## src/pkg/sdrc_pkg.sv

```systemverilog
// constants and types for the card-side read command decoder
package sdrc_pkg;
  // command indices
  localparam logic [5:0] CMD_STOP = 6'h0c;
  localparam logic [5:0] CMD_STATUS = 6'h0d;
  localparam logic [5:0] CMD_RSV_A = 6'h0e;
  localparam logic [5:0] CMD_INACT = 6'h0f;
  localparam logic [5:0] CMD_BLKLEN = 6'h10;
  localparam logic [5:0] CMD_RD_ONE = 6'h11;
  localparam logic [5:0] CMD_RD_MULTI = 6'h12;
  localparam logic [5:0] CMD_TUNE = 6'h13;
  localparam logic [5:0] CMD_SPEED = 6'h14;
  localparam logic [5:0] CMD_RSV_B = 6'h16;
  localparam logic [5:0] CMD_BLKCNT = 6'h17;
  // wishbone register byte offsets
  localparam logic [7:0] WB_CTRL = 8'h00;
  localparam logic [7:0] WB_TASK = 8'h04;
  localparam logic [7:0] WB_STATUS = 8'h08;
  localparam logic [7:0] WB_BLKLEN = 8'h0c;
  localparam logic [7:0] WB_BLKCNT = 8'h10;
  localparam logic [7:0] WB_SPEED = 8'h14;
  localparam logic [7:0] WB_STATE = 8'h18;
  // control register fields
  localparam int CTRL_CCS = 0;
  localparam int CTRL_CQ = 1;
  localparam int CTRL_PARTIAL = 2;
  localparam int CTRL_MISALIGN = 3;
  localparam int RCA_LSB = 16;
  localparam int RCA_W = 16;
  localparam int ARG_TASK_SEL = 15;
  // card status fields
  localparam int ST_ADDR_ERR = 30;
  localparam int ST_LEN_ERR = 29;
  localparam int ST_ILLEGAL = 22;
  localparam int ST_STATE_LSB = 9;
  localparam int ST_READY = 8;
  localparam logic [3:0] CS_TRAN = 4'h4;
  localparam logic [3:0] CS_DATA = 4'h5;
  // pending error flag indices
  localparam int E_ADDR = 0;
  localparam int E_LEN = 1;
  localparam int E_ILL = 2;
  // block sizes
  localparam logic [31:0] BLK_DEF = 32'h0000_0200;
  localparam logic [9:0] TUNE_LEN = 10'h040;
  localparam int BLK_SHIFT = 9;
  // frame and timing, counted in link clock edges
  localparam logic [5:0] FRAME_LAST = 6'h2f;
  localparam logic [3:0] BIT_LAST = 4'h7;
  localparam logic [3:0] CRC_LAST = 4'hf;
  localparam logic [2:0] NCR_EDGES = 3'h2;
  localparam logic [3:0] NAC_EDGES = 4'h2;
  localparam logic [3:0] BUSY_EDGES = 4'h8;
  localparam logic [6:0] CRC7_POLY = 7'h09;
  localparam logic [15:0] CRC16_POLY = 16'h1021;
  typedef enum logic [2:0] {DS_IDLE, DS_WAIT, DS_DATA, DS_CRC, DS_END, DS_BUSY} sdrc_dst_t;
endpackage

```

## src/hw/sdrc_card.sv

```systemverilog
// card-side decoder and executor for status, inactive, block length and read commands
// How it works
// - no queuing: status query returns card status
// - queuing, bit 15 low: card status
// - queuing, bit 15 high: task status
// - deactivate with own address: inactive, silent
// - standard card: block length from argument
// - block length defaults to 512 bytes
// - programmed length used only if partial allowed
// - high capacity reads always 512 bytes
// - length above 512 sets length error
// - single read: response then one block
// - multi read streams blocks until stop, or until a preset block count runs out
// - tuning command sends 64-byte pattern
// - speed class: function, parameter, busy answer
// - block count stored, taken and cleared by the next accepted read command of any kind
// - first block may not cross the boundary unless misalign allowed
// - addresses bytes or 512-byte blocks by capacity
// - stop ends multi read, busy answer
`timescale 1ns/100ps
module sdrc_card (
  // clock and reset
  input wire logic mclk_i,
  input wire logic arst_n_i,
  // wishbone slave
  input wire logic wb_cyc_i,
  input wire logic wb_stb_i,
  input wire logic wb_we_i,
  input wire logic [7:0] wb_adr_i,
  input wire logic [3:0] wb_sel_i,
  input wire logic [31:0] wb_dat_i,
  output logic [31:0] wb_dat_o,
  output logic wb_ack_o,
  // card link
  input wire logic sclk_i,
  input wire logic cmd_i,
  output logic cmd_o,
  output logic cmd_oe_n_o,
  output logic dat_o,
  output logic dat_oe_n_o,
  // memory read port
  output logic [31:0] mem_addr_o,
  input wire logic [7:0] mem_data_i
);
  typedef struct packed {
    logic [2:0] ck_s;
    logic [2:0] cmd_s;
    logic ck_lvl;
    logic rx_on;
    logic [5:0] rx_cnt;
    logic [47:0] rx_sh;
    logic tx_on;
    logic [2:0] tx_wait;
    logic [5:0] tx_cnt;
    logic [47:0] tx_sh;
    logic cmd_o;
    logic cmd_oe_n;
    sdrc_pkg::sdrc_dst_t dst;
    logic [3:0] wcnt;
    logic [9:0] dcnt;
    logic [3:0] bit_cnt;
    logic [7:0] dbyte;
    logic [15:0] crc;
    logic [31:0] addr;
    logic multi;
    logic tune;
    logic [9:0] len;
    logic [31:0] blk_left;
    logic dat_o;
    logic dat_oe_n;
    logic inactive;
    logic [31:0] blklen;
    logic [31:0] blkcnt;
    logic [31:0] speed;
    logic [2:0] err;
    logic [31:0] ctrl;
    logic [31:0] task_st;
    logic ack;
    logic [31:0] rdat;
  } sdrc_state_t;

  sdrc_state_t q;
  sdrc_state_t n;
  logic [1:0] rst_ff;
  logic rst_n;
  logic rise;
  logic fall;
  logic [47:0] frame;
  logic frame_ok;
  logic [5:0] cmd_idx;
  logic [31:0] cmd_arg;
  logic rca_hit;

  function automatic logic [6:0] crc7(input logic [39:0] d);
    logic [6:0] c;
    logic fb;
    c = '0;
    for (int i = 39; i >= 0; i--) begin
      fb = d[i] ^ c[6];
      c = {c[5:0], 1'b0} ^ (fb ? sdrc_pkg::CRC7_POLY : 7'h00);
    end
    return c;
  endfunction

  function automatic logic [31:0] merge(input logic [31:0] old, input logic [31:0] nw, input logic [3:0] sel);
    logic [31:0] r;
    r = old;
    for (int b = 0; b < 4; b++) begin
      if (sel[b]) r[b*8 +: 8] = nw[b*8 +: 8];
    end
    return r;
  endfunction

  function automatic logic [31:0] status_word(input logic [2:0] e, input logic busy);
    logic [31:0] w;
    w = '0;
    w[sdrc_pkg::ST_ADDR_ERR] = e[sdrc_pkg::E_ADDR];
    w[sdrc_pkg::ST_LEN_ERR] = e[sdrc_pkg::E_LEN];
    w[sdrc_pkg::ST_ILLEGAL] = e[sdrc_pkg::E_ILL];
    w[sdrc_pkg::ST_STATE_LSB +: 4] = busy ? sdrc_pkg::CS_DATA : sdrc_pkg::CS_TRAN;
    w[sdrc_pkg::ST_READY] = ~busy;
    return w;
  endfunction

  function automatic logic [47:0] resp(input logic [5:0] idx, input logic [31:0] w);
    return {2'b00, idx, w, crc7({2'b00, idx, w}), 1'b1};
  endfunction

  always_ff @(posedge mclk_i or negedge arst_n_i) begin
    if (!arst_n_i) begin
      rst_ff <= 2'h0;
    end else begin
      rst_ff <= {rst_ff[0], 1'b1};
    end
  end
  assign rst_n = rst_ff[1];

  // a link edge counts once the second and third sampling stages agree
  assign rise = (q.ck_s[1] == q.ck_s[2]) && q.ck_s[2] && !q.ck_lvl;
  assign fall = (q.ck_s[1] == q.ck_s[2]) && !q.ck_s[2] && q.ck_lvl;
  assign frame = {q.rx_sh[46:0], q.cmd_s[2]};
  assign cmd_idx = frame[45:40];
  assign cmd_arg = frame[39:8];
  assign frame_ok = rise && q.rx_on && (q.rx_cnt == sdrc_pkg::FRAME_LAST) && frame[46] && frame[0] && !q.inactive;
  assign rca_hit = cmd_arg[sdrc_pkg::RCA_LSB +: sdrc_pkg::RCA_W] == q.ctrl[sdrc_pkg::RCA_LSB +: sdrc_pkg::RCA_W];

  always_comb begin
    logic [9:0] eff_len;
    logic [31:0] start;
    logic [10:0] span;
    logic [2:0] eset;
    logic [7:0] next_byte;
    logic busy;
    logic wb_req;
    eff_len = '0;
    start = '0;
    span = '0;
    eset = '0;
    wb_req = 1'b0;
    n = q;
    busy = (q.dst != sdrc_pkg::DS_IDLE) && (q.dst != sdrc_pkg::DS_BUSY);
    next_byte = q.tune ? q.addr[7:0] : mem_data_i;
    n.ck_s = {q.ck_s[1:0], sclk_i};
    n.cmd_s = {q.cmd_s[1:0], cmd_i};
    if (rise) n.ck_lvl = 1'b1;
    if (fall) n.ck_lvl = 1'b0;

    // command receiver; own response is not taken as a command
    if (rise && !q.tx_on) begin
      if (!q.rx_on) begin
        if (!q.cmd_s[2]) begin
          n.rx_on = 1'b1;
          n.rx_cnt = 6'h01;
          n.rx_sh = '0;
        end
      end else begin
        n.rx_sh = frame;
        n.rx_cnt = q.rx_cnt + 6'h01;
        if (q.rx_cnt == sdrc_pkg::FRAME_LAST) n.rx_on = 1'b0;
      end
    end

    // response sender, changes on falling link edges
    if (fall) begin
      if (q.tx_on) begin
        if (q.tx_wait != 3'h0) begin
          n.tx_wait = q.tx_wait - 3'h1;
        end else begin
          n.cmd_o = q.tx_sh[47];
          n.cmd_oe_n = 1'b0;
          n.tx_sh = {q.tx_sh[46:0], 1'b1};
          n.tx_cnt = q.tx_cnt + 6'h01;
          if (q.tx_cnt == sdrc_pkg::FRAME_LAST) n.tx_on = 1'b0;
        end
      end else begin
        n.cmd_o = 1'b1;
        n.cmd_oe_n = 1'b1;
      end
    end

    // data sender
    if (fall) begin
      unique case (q.dst)
        sdrc_pkg::DS_IDLE: begin
          n.dat_o = 1'b1;
          n.dat_oe_n = 1'b1;
        end
        sdrc_pkg::DS_WAIT: begin
          if (q.wcnt != 4'h0) begin
            n.wcnt = q.wcnt - 4'h1;
          end else begin
            n.dat_o = 1'b0;
            n.dat_oe_n = 1'b0;
            n.dbyte = next_byte;
            n.addr = q.addr + 32'h1;
            n.dcnt = '0;
            n.bit_cnt = '0;
            n.crc = '0;
            n.dst = sdrc_pkg::DS_DATA;
          end
        end
        sdrc_pkg::DS_DATA: begin
          n.dat_o = q.dbyte[7];
          n.crc = {q.crc[14:0], 1'b0} ^ ((q.crc[15] ^ q.dbyte[7]) ? sdrc_pkg::CRC16_POLY : 16'h0000);
          n.dbyte = {q.dbyte[6:0], 1'b0};
          n.bit_cnt = q.bit_cnt + 4'h1;
          if (q.bit_cnt == sdrc_pkg::BIT_LAST) begin
            n.bit_cnt = '0;
            if (q.dcnt == q.len - 10'h001) begin
              n.dst = sdrc_pkg::DS_CRC;
            end else begin
              n.dcnt = q.dcnt + 10'h001;
              n.dbyte = next_byte;
              n.addr = q.addr + 32'h1;
            end
          end
        end
        sdrc_pkg::DS_CRC: begin
          n.dat_o = q.crc[15];
          n.crc = {q.crc[14:0], 1'b0};
          n.bit_cnt = q.bit_cnt + 4'h1;
          if (q.bit_cnt == sdrc_pkg::CRC_LAST) n.dst = sdrc_pkg::DS_END;
        end
        sdrc_pkg::DS_END: begin
          n.dat_o = 1'b1;
          n.dst = sdrc_pkg::DS_IDLE;
          // a preset count of zero means stream until stopped
          if (q.multi && q.blk_left != 32'h1) begin
            if (q.blk_left != 32'h0) n.blk_left = q.blk_left - 32'h1;
            n.dst = sdrc_pkg::DS_WAIT;
            n.wcnt = sdrc_pkg::NAC_EDGES;
          end else begin
            n.multi = 1'b0;
          end
        end
        sdrc_pkg::DS_BUSY: begin
          n.dat_o = 1'b0;
          n.dat_oe_n = 1'b0;
          if (q.wcnt == 4'h0) n.dst = sdrc_pkg::DS_IDLE;
          else n.wcnt = q.wcnt - 4'h1;
        end
      endcase
    end

    // command execution
    if (frame_ok) begin
      if (q.ctrl[sdrc_pkg::CTRL_CCS]) begin
        eff_len = sdrc_pkg::BLK_DEF[9:0];
        start = cmd_arg << sdrc_pkg::BLK_SHIFT;
      end else begin
        eff_len = q.ctrl[sdrc_pkg::CTRL_PARTIAL] ? q.blklen[9:0] : sdrc_pkg::BLK_DEF[9:0];
        start = cmd_arg;
      end
      span = {2'b00, start[8:0]} + {1'b0, eff_len};
      n.tx_wait = sdrc_pkg::NCR_EDGES;
      n.tx_cnt = '0;
      unique case (cmd_idx)
        sdrc_pkg::CMD_STATUS: begin
          if (rca_hit) begin
            n.tx_on = 1'b1;
            n.err = '0;
            if (q.ctrl[sdrc_pkg::CTRL_CQ] && cmd_arg[sdrc_pkg::ARG_TASK_SEL]) begin
              n.tx_sh = resp(cmd_idx, q.task_st);
            end else begin
              n.tx_sh = resp(cmd_idx, status_word(q.err, busy));
            end
          end
        end
        sdrc_pkg::CMD_INACT: begin
          if (rca_hit) begin
            n.inactive = 1'b1;
            n.dst = sdrc_pkg::DS_IDLE;
            n.multi = 1'b0;
          end
        end
        sdrc_pkg::CMD_BLKLEN: begin
          // zero is refused as well, its block would run 1024 bytes
          if (cmd_arg > sdrc_pkg::BLK_DEF || cmd_arg == 32'h0) eset[sdrc_pkg::E_LEN] = 1'b1;
          else n.blklen = cmd_arg;
        end
        sdrc_pkg::CMD_RD_ONE, sdrc_pkg::CMD_RD_MULTI, sdrc_pkg::CMD_TUNE: begin
          if (cmd_idx != sdrc_pkg::CMD_TUNE && !q.ctrl[sdrc_pkg::CTRL_MISALIGN] && span > sdrc_pkg::BLK_DEF[10:0]) begin
            eset[sdrc_pkg::E_ADDR] = 1'b1;
          end else if (q.dst == sdrc_pkg::DS_IDLE) begin
            n.dst = sdrc_pkg::DS_WAIT;
            n.wcnt = sdrc_pkg::NAC_EDGES;
            n.tune = cmd_idx == sdrc_pkg::CMD_TUNE;
            n.multi = cmd_idx == sdrc_pkg::CMD_RD_MULTI;
            n.len = n.tune ? sdrc_pkg::TUNE_LEN : eff_len;
            n.addr = n.tune ? 32'h0 : start;
            n.blk_left = q.blkcnt;
            n.blkcnt = '0;
          end
        end
        sdrc_pkg::CMD_SPEED: begin
          n.speed = cmd_arg;
          if (q.dst == sdrc_pkg::DS_IDLE) begin
            n.dst = sdrc_pkg::DS_BUSY;
            n.wcnt = sdrc_pkg::BUSY_EDGES;
          end
        end
        sdrc_pkg::CMD_BLKCNT: n.blkcnt = cmd_arg;
        sdrc_pkg::CMD_STOP: begin
          if (q.multi) begin
            n.multi = 1'b0;
            n.dst = sdrc_pkg::DS_BUSY;
            n.wcnt = sdrc_pkg::BUSY_EDGES;
          end
        end
        sdrc_pkg::CMD_RSV_A, sdrc_pkg::CMD_RSV_B: eset[sdrc_pkg::E_ILL] = 1'b1;
        default: ;
      endcase
      if (cmd_idx inside {sdrc_pkg::CMD_BLKLEN, sdrc_pkg::CMD_RD_ONE, sdrc_pkg::CMD_RD_MULTI, sdrc_pkg::CMD_TUNE,
                          sdrc_pkg::CMD_SPEED, sdrc_pkg::CMD_BLKCNT, sdrc_pkg::CMD_STOP}) begin
        // errors of this command are reported in its own answer, then cleared
        n.tx_on = 1'b1;
        n.tx_sh = resp(cmd_idx, status_word(q.err | eset, busy));
        n.err = '0;
      end else if (!n.tx_on) begin
        // an answered status query has cleared the pending errors, reporting them only in a card status answer
        n.err = q.err | eset;
      end
    end

    // wishbone slave, one wait state
    wb_req = wb_cyc_i && wb_stb_i && !q.ack;
    n.ack = wb_req;
    if (wb_req) begin
      unique case (wb_adr_i)
        sdrc_pkg::WB_CTRL: n.rdat = q.ctrl;
        sdrc_pkg::WB_TASK: n.rdat = q.task_st;
        sdrc_pkg::WB_STATUS: n.rdat = status_word(q.err, busy);
        sdrc_pkg::WB_BLKLEN: n.rdat = q.blklen;
        sdrc_pkg::WB_BLKCNT: n.rdat = q.blkcnt;
        sdrc_pkg::WB_SPEED: n.rdat = q.speed;
        sdrc_pkg::WB_STATE: n.rdat = {29'h0, q.multi, busy, q.inactive};
        default: n.rdat = '0;
      endcase
      if (wb_we_i && wb_adr_i == sdrc_pkg::WB_CTRL) n.ctrl = merge(q.ctrl, wb_dat_i, wb_sel_i);
      if (wb_we_i && wb_adr_i == sdrc_pkg::WB_TASK) n.task_st = merge(q.task_st, wb_dat_i, wb_sel_i);
    end
  end

  always_ff @(posedge mclk_i or negedge rst_n) begin
    if (!rst_n) begin
      q <= '0;
      q.cmd_o <= 1'b1;
      q.cmd_oe_n <= 1'b1;
      q.dat_o <= 1'b1;
      q.dat_oe_n <= 1'b1;
      q.dst <= sdrc_pkg::DS_IDLE;
      q.blklen <= sdrc_pkg::BLK_DEF;
    end else begin
      q <= n;
    end
  end

  assign wb_dat_o = q.rdat;
  assign wb_ack_o = q.ack;
  assign cmd_o = q.cmd_o;
  assign cmd_oe_n_o = q.cmd_oe_n;
  assign dat_o = q.dat_o;
  assign dat_oe_n_o = q.dat_oe_n;
  assign mem_addr_o = q.addr;

  AST_LEN_ERR: assert property (@(posedge mclk_i) disable iff (!rst_n)
    frame_ok && cmd_idx == sdrc_pkg::CMD_BLKLEN && cmd_arg > sdrc_pkg::BLK_DEF
    |=> q.tx_sh[sdrc_pkg::ST_LEN_ERR + 8] && q.blklen == $past(q.blklen))
    else $error("oversized block length not flagged");
  AST_LEN_SET: assert property (@(posedge mclk_i) disable iff (!rst_n)
    frame_ok && cmd_idx == sdrc_pkg::CMD_BLKLEN && cmd_arg <= sdrc_pkg::BLK_DEF && cmd_arg != 32'h0
    |=> q.blklen == $past(cmd_arg))
    else $error("block length not stored");
  AST_INACT: assert property (@(posedge mclk_i) disable iff (!rst_n)
    frame_ok && cmd_idx == sdrc_pkg::CMD_INACT && rca_hit |=> q.inactive && !q.tx_on)
    else $error("deactivate did not silence card");
  AST_INACT_HOLD: assert property (@(posedge mclk_i) disable iff (!rst_n)
    q.inactive |=> q.inactive && !q.tx_on && q.dst == sdrc_pkg::DS_IDLE)
    else $error("inactive card became active");
  AST_ILLEGAL: assert property (@(posedge mclk_i) disable iff (!rst_n)
    frame_ok && (cmd_idx == sdrc_pkg::CMD_RSV_A || cmd_idx == sdrc_pkg::CMD_RSV_B)
    |=> q.err[sdrc_pkg::E_ILL] && !q.tx_on)
    else $error("reserved index not treated as illegal");
  AST_TASK: assert property (@(posedge mclk_i) disable iff (!rst_n)
    frame_ok && cmd_idx == sdrc_pkg::CMD_STATUS && rca_hit && q.ctrl[sdrc_pkg::CTRL_CQ]
    && cmd_arg[sdrc_pkg::ARG_TASK_SEL] |=> q.tx_on && q.tx_sh[39:8] == $past(q.task_st))
    else $error("task status not returned");
  AST_STOP: assert property (@(posedge mclk_i) disable iff (!rst_n)
    frame_ok && cmd_idx == sdrc_pkg::CMD_STOP && q.multi |=> q.dst == sdrc_pkg::DS_BUSY && !q.multi && q.tx_on)
    else $error("stop did not end the stream");
  AST_BLKCNT: assert property (@(posedge mclk_i) disable iff (!rst_n)
    frame_ok && cmd_idx == sdrc_pkg::CMD_BLKCNT |=> q.blkcnt == $past(cmd_arg))
    else $error("block count not stored");
  AST_BLOCK_LEN: assert property (@(posedge mclk_i) disable iff (!rst_n)
    q.dst == sdrc_pkg::DS_DATA |-> q.dcnt < q.len && (q.tune || q.len <= sdrc_pkg::BLK_DEF[9:0]))
    else $error("data block overran its length");
endmodule

```

## config.mk

```make
export PLATFORM = sky130hd
export DESIGN_NAME = sdrc_card
export DESIGN_NICKNAME = d
export VERILOG_FILES = /design/src/pkg/sdrc_pkg.sv /design/src/hw/sdrc_card.sv
export SDC_FILE = /design/constraint.sdc
export NUM_CORES = 1
export LEC_CHECK = 0
export BUFFER_PORTS_ARGS = -buffer_cell sky130_fd_sc_hd__buf_2
export CAP_MARGIN = 20
export CORE_MARGIN = 5
export CORE_UTILIZATION = 55
export CTS_BUF_LIST = sky130_fd_sc_hd__clkbuf_8 sky130_fd_sc_hd__clkbuf_16
export DETAILED_ROUTE_END_ITERATION = 10
export PLACE_DENSITY = 0.73
export SETUP_SLACK_MARGIN = 0.5
export SLEW_MARGIN = 20
export SYNTH_ARGS = -nofsm -noshare
export SYNTH_HDL_FRONTEND = slang
export SYNTH_SLANG_ARGS = --single-unit
export TNS_END_PERCENT = 5
```

## constraint.sdc

```tcl
create_clock -name mclk_i -period 22 [get_ports mclk_i]
set_input_delay 2.2 -clock mclk_i [delete_from_list [all_inputs] [get_ports mclk_i]]
set_output_delay 2.2 -clock mclk_i [all_outputs]
set_load 0.005 [all_outputs]
```

=== Yosys cells after proc, flatten, opt, wreduce, memory -nomap -nowiden ===
Cells that the tools add are included.

* Add/subtract/negate cells: 10
* Order comparisons: 2
* Eq/ne operators: 42
* Mux-type cells: 195
* Bitwise operators: 159
* Reductions and logical operators: 69

{| class="wikitable"
|+ Operator list
! operator !! count
|-
| 7-bit by 4-bit bitwise XOR with 7-bit output || 98
|-
| 4-bit two-way mux || 103
|-
| 32-bit two-way mux || 11
|-
| 76-bit two-way mux || 3
|-
| 32-bit case mux with 7 select lines || 1
|-
| 48-bit two-way mux || 3
|-
| 32-bit case mux with 2 select lines || 2
|-
| 58-bit two-way mux || 2
|-
| 55-bit two-way mux || 2
|-
| 78-bit two-way mux || 1
|-
| 70-bit two-way mux || 1
|-
| 60-bit two-way mux || 1
|-
| 56-bit two-way mux || 1
|-
| 10-bit two-way mux || 5
|-
| 16-bit case mux with 3 select lines || 1
|-
| 3-bit AND reduction || 16
|-
| 1-bit bitwise XOR || 45
|-
| 43-bit two-way mux || 1
|-
| 6-bit by 5-bit equality test with 1-bit output, second input constant || 7
|-
| 40-bit two-way mux || 1
|-
| 4-bit case mux with 3 select lines || 3
|-
| 7-bit two-way mux || 5
|-
| 34-bit two-way mux || 1
|-
| 3-bit two-way mux || 11
|-
| other kinds (66) || 152
|}

* Bits in registers: 443
* Bits of input ports: 59
* Output and inout bits: 69
* Logic and storage cells: 518

=== Depth between registers and ports, before layout ===
Gate-level depths: netlist of the first run.

* Depth after elaboration: 112
* Depth in mapped cells: 18
* Depth with buffers taken out: 14

=== Worst setup path after synthesis of the first run ===
No wires, ideal clock.

* Path kind: input to register
* From: input wb_adr_i[1]
* To: register q[65] (netlist name)
* Library setup time: 0.125 ns
* Arrival time: 3.880 ns
* Data required time: 21.875 ns
* Path slack: 17.995 ns
* Cell stages on the path: 7
* Path buffers: 1
* Cell sequence: nor3_1 nand2_1 nor4_1 and3_1 clkbuf_1 nand2_1 mux2_2

* Longest elaborated chain between the ends: 3

{| class="wikitable"
|+ RTL lines
! element !! line !! RTL
|-
| start, declared || sdrc_card.sv:29 || <nowiki>input wire logic [7:0] wb_adr_i,</nowiki>
|-
| 8-bit logical NOT || sdrc_card.sv:359 || <nowiki>if (wb_we_i && wb_adr_i == sdrc_pkg::WB_CTRL) n.ctrl = merge(q.ctrl, wb_dat_i, wb_sel_i);</nowiki>
|-
| 1-bit logical AND || sdrc_card.sv:359 ||
|-
| 3-bit AND reduction (no line) || -- ||
|-
| end signal, assigned || sdrc_card.sv:374 || <nowiki>q <= n;</nowiki>
|-
| end, declared || sdrc_card.sv:82 || <nowiki>sdrc_state_t q;</nowiki>
|}

No other way between the ends.
A chain may end at the register's enable or synchronous reset.

==> impl_metrics.yaml, run 1 <==
synthesis:
  synthArstFlopShare: 1.000
  ys.flop_type: "dfrtp_1"
  synth_top_area_share: 0.4673
  syn_inst: 2328
  synth_edf_count: 0
  synth_area_um2: 23400
  synthTopCellsByCount: "dfrtp_1 (437), nand2_1 (216), nor2_1 (166)"
  ys_warn_count: 0
  synth.most_common_cell: "dfrtp_1"
  yosysTopAreaCell: "dfrtp_1"
  avgSynthCellArea_um2: 10.05
  ys_seq_area_frac: 0.4729
  ys_ff_latch: 442
  synth_area_leaders: "dfrtp_1 (47%), mux2_2 (5.9%), xnor2_1 (5.0%)"
  syn_nets: 2411
  ys_types: 84
timing:
  whs_ns: 0.2261
  setup_violations: 0
  tns_ns: 0
  skew_ns: 0.03872
  maxSlewViolCount: 0
  relSlewSlack: 0.2810
  max_freq_mhz: 184.3
  worstMarginPinSlew_ns: 1.078
  hold_viol: 0
  fin_crit_sh: 0.2466
  rsz0062_at_grt: "false"
  period_needed_ns: 5.425
placed_design:
  port_buffers: 127
  placed_area_um2: 23890
  gp_congestion: 0.9152
  detailedPlacementHpwl_mm: 45.78
  dp_cells: 2810
detailed_routing:
  route.detailed.drc: 0
  via_per_inst: 6.296
  drt_iter0_drc: 1884
  ant_nets: 0
  num_vias: 18252
  wire_per_inst_um: 22.95
  routed_wl_mm: 66.53
  first_pass_iters: 5
global_routing:
  grt_pass1_wl_mm: 104.1
  grt_max_degree: 114
  grt_use_total: 0.2795
  antenna_found_initial: 0
  grt_overflow: 0
  grt_pass1_vias: 17837
setup_path:
  required_ns: 22.48
  cp_max_fo: 113
  r2r-start: "q[65]"
  startpoint_type: "flip-flop"
  reg2reg_to: "mem_addr_o[23]"
  crit_path_end: "mem_addr_o[23]"
  startpoint: "q[65]"
  worstPathArrival_ns: 5.90
  crit_type: "reg2reg"
  rr_worst_depth: 16
  endpoint_kind: "flip-flop"
  rrSetupSlack_ns: 16.58
layout:
  fin_area_um2: 25590
  area_growth_pct: 9.350
  n_antenna_cell: 0
  fin_nets: 2405
  layout.cells.non_filler: 2899
  drive_gt1_frac: 0.1750
pwr:
  power.density_nw_per_um2: 68.43
  p_leak_uw: 0.01126
  peakVddDrop_uv: 54.02
floorplanning:
  die_area_um2: 46780
  core_um2: 42040
  die_x_um: 216.3
  fp-row-count: 75
  ios: 128
  initial_utilization: 0.5567
  die_y_um: 216.3
clock_tree:
  htreeDepth: 2
  root_buffer: "clkbuf_16"
  cts_tree: "built"
  ctsLongestPathBuffers: 3
  hold_buffers: 0
  numCtsBuffers: 47
  ctsResizeCount: 0
  clock_latency_ns: 0.61
  clk_pin_slew_worst_paths_ns: 0.06
  cts.sinks: 442
  post-cts-setup-buffers: 0
hold_path:
  hp-class: "reg2async"
run:
  drv_cap: 0
status:
  run_status: "completed"
==> flip-flops by register name (all words and copies together), names as in the netlist <==
signal and flops:
q 320, cmd_arg 32, wb_ack_o 1, wb_dat_o 32, frame 9, n 4
rst_ff 2, cmd_o 1, cmd_idx 6, mem_addr_o 32, dat_oe_n_o 1, dat_o 1
cmd_oe_n_o 1
==> metrics by stage <==
stage	total power, uW	setup slack, ns	utilization
2_1_floorplan	911.3	8.777	-
3_3_place_gp	934.7	16.87	0.5682
3_5_place_dp	937.7	16.66	0.5684
4_1_cts	1760	16.62	0.6075
5_1_grt	1811	16.09	0.6088
6_report	1751	16.58	0.6088
==> cells by family after synthesis <==
family | count (synthesis) | share of synthesized area
DFF | 442 | 0.4729
buffers and inverters | 247 | 0.05282
muxes | 201 | 0.09265
AOI/OAI and AO/OA | 557 | 0.1540
xor gates and xnor gates | 195 | 0.07880
other | 1 | 0.0001602
adders and majority gates | 25 | 0.01358
and+or+nand+nor | 660 | 0.1351
==> placed cells by master, fill, tap and decap left out, types with 12 or more instances in the layout <==
master / instances
clkbuf_8: 19
clkbuf_16: 48
buf_2: 127
a221oi_1: 26
a31oi_1: 28
nor3_1: 43
xnor2_1: 133
and3_1: 19
xor2_1: 49
a22o_1: 95
o21ai_0: 124
nand4_1: 26
or3_1: 13
o21ai_1: 15
o22ai_1: 32
nor2b_1: 18
inv_1: 40
ha_1: 23
buf_4: 32
nor4_1: 22
mux2i_1: 76
and2_1: 38
dfrtp_1: 436
a21oi_1: 160
nand2b_1: 12
mux2_2: 123
nor2_1: 165
nand2_1: 216
nand3_1: 40
==> layout make-up <==
type                    instances  area (um2)
inverters                      30       112.6
multi-input cells            1639       11150
flip-flops and latches        442       11070
clock buffers                  67        1463
repair buffers                162       934.6
clock inverters                20       182.7
well taps                     539       674.4
fillers                      3451       16450
==> layer usage <==
layer | wire length (um) | share of wire | vias to the layer above | global-route usage
li1 | - | - | 8182 | -
met1 | 28000 | 0.42 | 9012 | 0.3886
met2 | 29490 | 0.44 | 862 | 0.4263
met3 | 5379 | 0.081 | 196 | 0.05945
met4 | 3662 | 0.055 | 0 | 0.1244
met5 | 0 | 0 | - | 0
==> critical path, cell delays in order, from the launching register on <==
cell and delay, ns:
dfrtp_1 0.36, buf_4 0.26, nor2b_1 0.59, and2_1 0.22, ha_1 0.16, inv_1 0.06
fa_1 0.47, nor2b_1 0.18, o21a_1 0.15, o21ai_0 0.11, nand4_1 0.12, a21oi_1 0.08
or3_1 0.40, o2111ai_4 0.79, buf_4 0.92, nor3_1 0.14, a21o_1 0.21
==> power by group <==
group | switching [uW] | internal, uW | leakage, uW
registers | 14.2 | 833 | 0.00556
clock network | 341 | 486 | 0.000847
logic | 46.9 | 30.0 | 0.00486
==> how the worst min path moves through the flow <==
stage	start	to	slack [ns]	depth (start not counted)
finish	rst_ff[1]	q[215]	0.23	0
global route	rst_ff[1]	wb_dat_o[21]	0.26	0
CTS	rst_ff[0]	rst_ff[1]	0.35	0
detailed placement	rst_ff[0]	rst_ff[1]	0.34	0
global placement	n[437]	n[438]	0.34	0
floorplan	n[438]	frame[0]	0.33	0
(Power assumes the default switching activity.)
==> inputs of run 2 (changes only) <==
Clock period 22 ns to 5.15 ns, I/O delays scaled along.
==> run 2 against run 1 <==
  * Register-to-register slack lost 16 ns
  * Routed wire length is 1.9% lower
  * Global-route usage down 0.43 points
  * Sequential share of layout area up 0.059 points
  * Critical path depth decreased by 1
==> impl_metrics.yaml, run 2 (synthesis gave the netlist of run 1 again) <==
status:
  run_status: "completed"
detailed_routing:
  route.detailed.drc: 0
  drt_iter0_drc: 1714
  ant_nets: 0
  routed_wl_mm: 65.25
  num_vias: 18129
  wire_per_inst_um: 22.52
  via_per_inst: 6.256
  first_pass_iters: 5
pwr:
  power.density_nw_per_um2: 286.9
  peakVddDrop_uv: 235.0
  power_uw: 7332
  p_leak_uw: 0.01125
global_routing:
  grt_use_total: 0.2752
  grt_pass1_vias: 17869
  antenna_found_initial: 1
  grt_pass1_wl_mm: 103.4
  grt_max_degree: 113
  grt_overflow: 0
timing:
  maxSlewViolCount: 0
  period_needed_ns: 4.129
  max_freq_mhz: 242.2
  worstMarginPinSlew_ns: 1.109
  fin_crit_sh: 0.8018
  skew_ns: 0.02763
  relSlewSlack: 0.2564
  hold_viol: 0
  tns_ns: 0
  rsz0062_at_grt: "false"
  whs_ns: 0.04952
  setup_violations: 0
floorplanning:
  core_um2: 42040
  die_area_um2: 46780
  die_x_um: 216.3
  fp-row-count: 75
  die_y_um: 216.3
  initial_utilization: 0.5567
  ios: 128
clock_tree:
  cts.sinks: 442
  ctsResizeCount: 0
  ctsLongestPathBuffers: 3
  clk_pin_slew_worst_paths_ns: 0.06
  root_buffer: "clkbuf_16"
  cts_tree: "built"
  numCtsBuffers: 47
  clock_latency_ns: 0.59
  htreeDepth: 2
placed_design:
  port_buffers: 127
  placed_area_um2: 23990
  detailedPlacementHpwl_mm: 45.98
  gp_congestion: 0.9465
layout:
  fin_area_um2: 25560
  layout_commonest_cell: "dfrtp_1"
  largest_reg_flops: 320
  multi_input_area_um2: 11160
  fillers: 3401
  n_antenna_cell: 0
  fin_nets: 2409
  mostFrequentLayoutCells: "dfrtp_1 (436), nand2_1 (216), nor2_1 (165)"
  area_growth_pct: 9.201
  register_area_um2: 11070
  drive_gt1_frac: 0.1730
  top_register: "q"
setup_path:
  required_ns: 5.65
  cp_max_fo: 22
  crit_type: "reg2reg"
  cp.buffers_inverters: 2
  cpLargestDelayFamily: "simple AND/OR/NAND/NOR gates"
  endpoint_kind: "flip-flop"
  worstPathArrival_ns: 4.63
  crit_top_cell: "a21oi_1"
  worstPathCellList: "nor2b_1 > and2_1 > ha_1 > inv_1 > fa_1 > nor2b_1 > o21a_1 > o21ai_0 > nand4_1 > a21oi_1 > or3_1 > o2111ai_4 > buf_4 > a21oi_1 > a21oi_1"
  max_stage_delay_ns: 0.56
  startpoint_type: "flip-flop"
  cpMaxStageDelayCell: "o2111ai_4"
run:
  drv_cap: 0
hold_path:
  hp-class: "in2reg"
run 2: area by class of cell:
type | instances | area share
Clock buffer | 54 | 0.04979
Clock inverter | 28 | 0.01087
Inverter | 30 | 0.004406
Timing Repair Buffer | 166 | 0.03887
Sequential cell | 442 | 0.4332
Tap cell | 539 | 0.02639
Multi-Input combinational cell | 1639 | 0.4365
run 2: final timing paths:
kind	startpoint	to	slack (ns)	cells past startpoint
max in group asynchronous	rst_ff[1]	q[206]	3.32	1
setup / recovery	q[67]	mem_addr_o[26]	1.02	15
min in group asynchronous	arst_n_i	rst_ff[1]	0.24	2
hold reg to reg	n[437]	n[438]	0.35	0
setup reg to reg	q[67]	mem_addr_o[26]	1.02	15
hold / removal	sclk_i	n[440]	0.05	1
run 2: through the flow:
step	setup slack [ns]	util	std cells
after global routing	0.7139	0.6079	2898
after CTS	1.024	0.6077	2898
final	1.021	0.6079	2898
after floorplan	0.8261	-	2328
after global placement	1.160	0.5706	2815
after detailed placement	1.060	0.5706	2815
run 2: power by group:
part / total (uW) / leakage, uW / switching, uW / internal [uW]
Combinational: 321 / 0.00490 / 192 / 129
Sequential: 3630 / 0.00556 / 71.5 / 3560
Clock: 3380 / 0.000795 / 1420 / 1970
run 2: layer usage:
metal	GRT usage	share of wire	vias to the layer above
li1	-	-	8184
met1	0.3867	0.43	9019
met2	0.4298	0.45	778
met3	0.04814	0.074	146
met4	0.1085	0.044	2
met5	0	0.00020	-
run 2: timing repair:
| item | 4_1_cts | 5_1_grt |
|---|---|---|
| hold buffers | 1 | 0 |
| endpoints found under the hold margin | 2 | 0 |
| setup buffers | 0 | 0 |
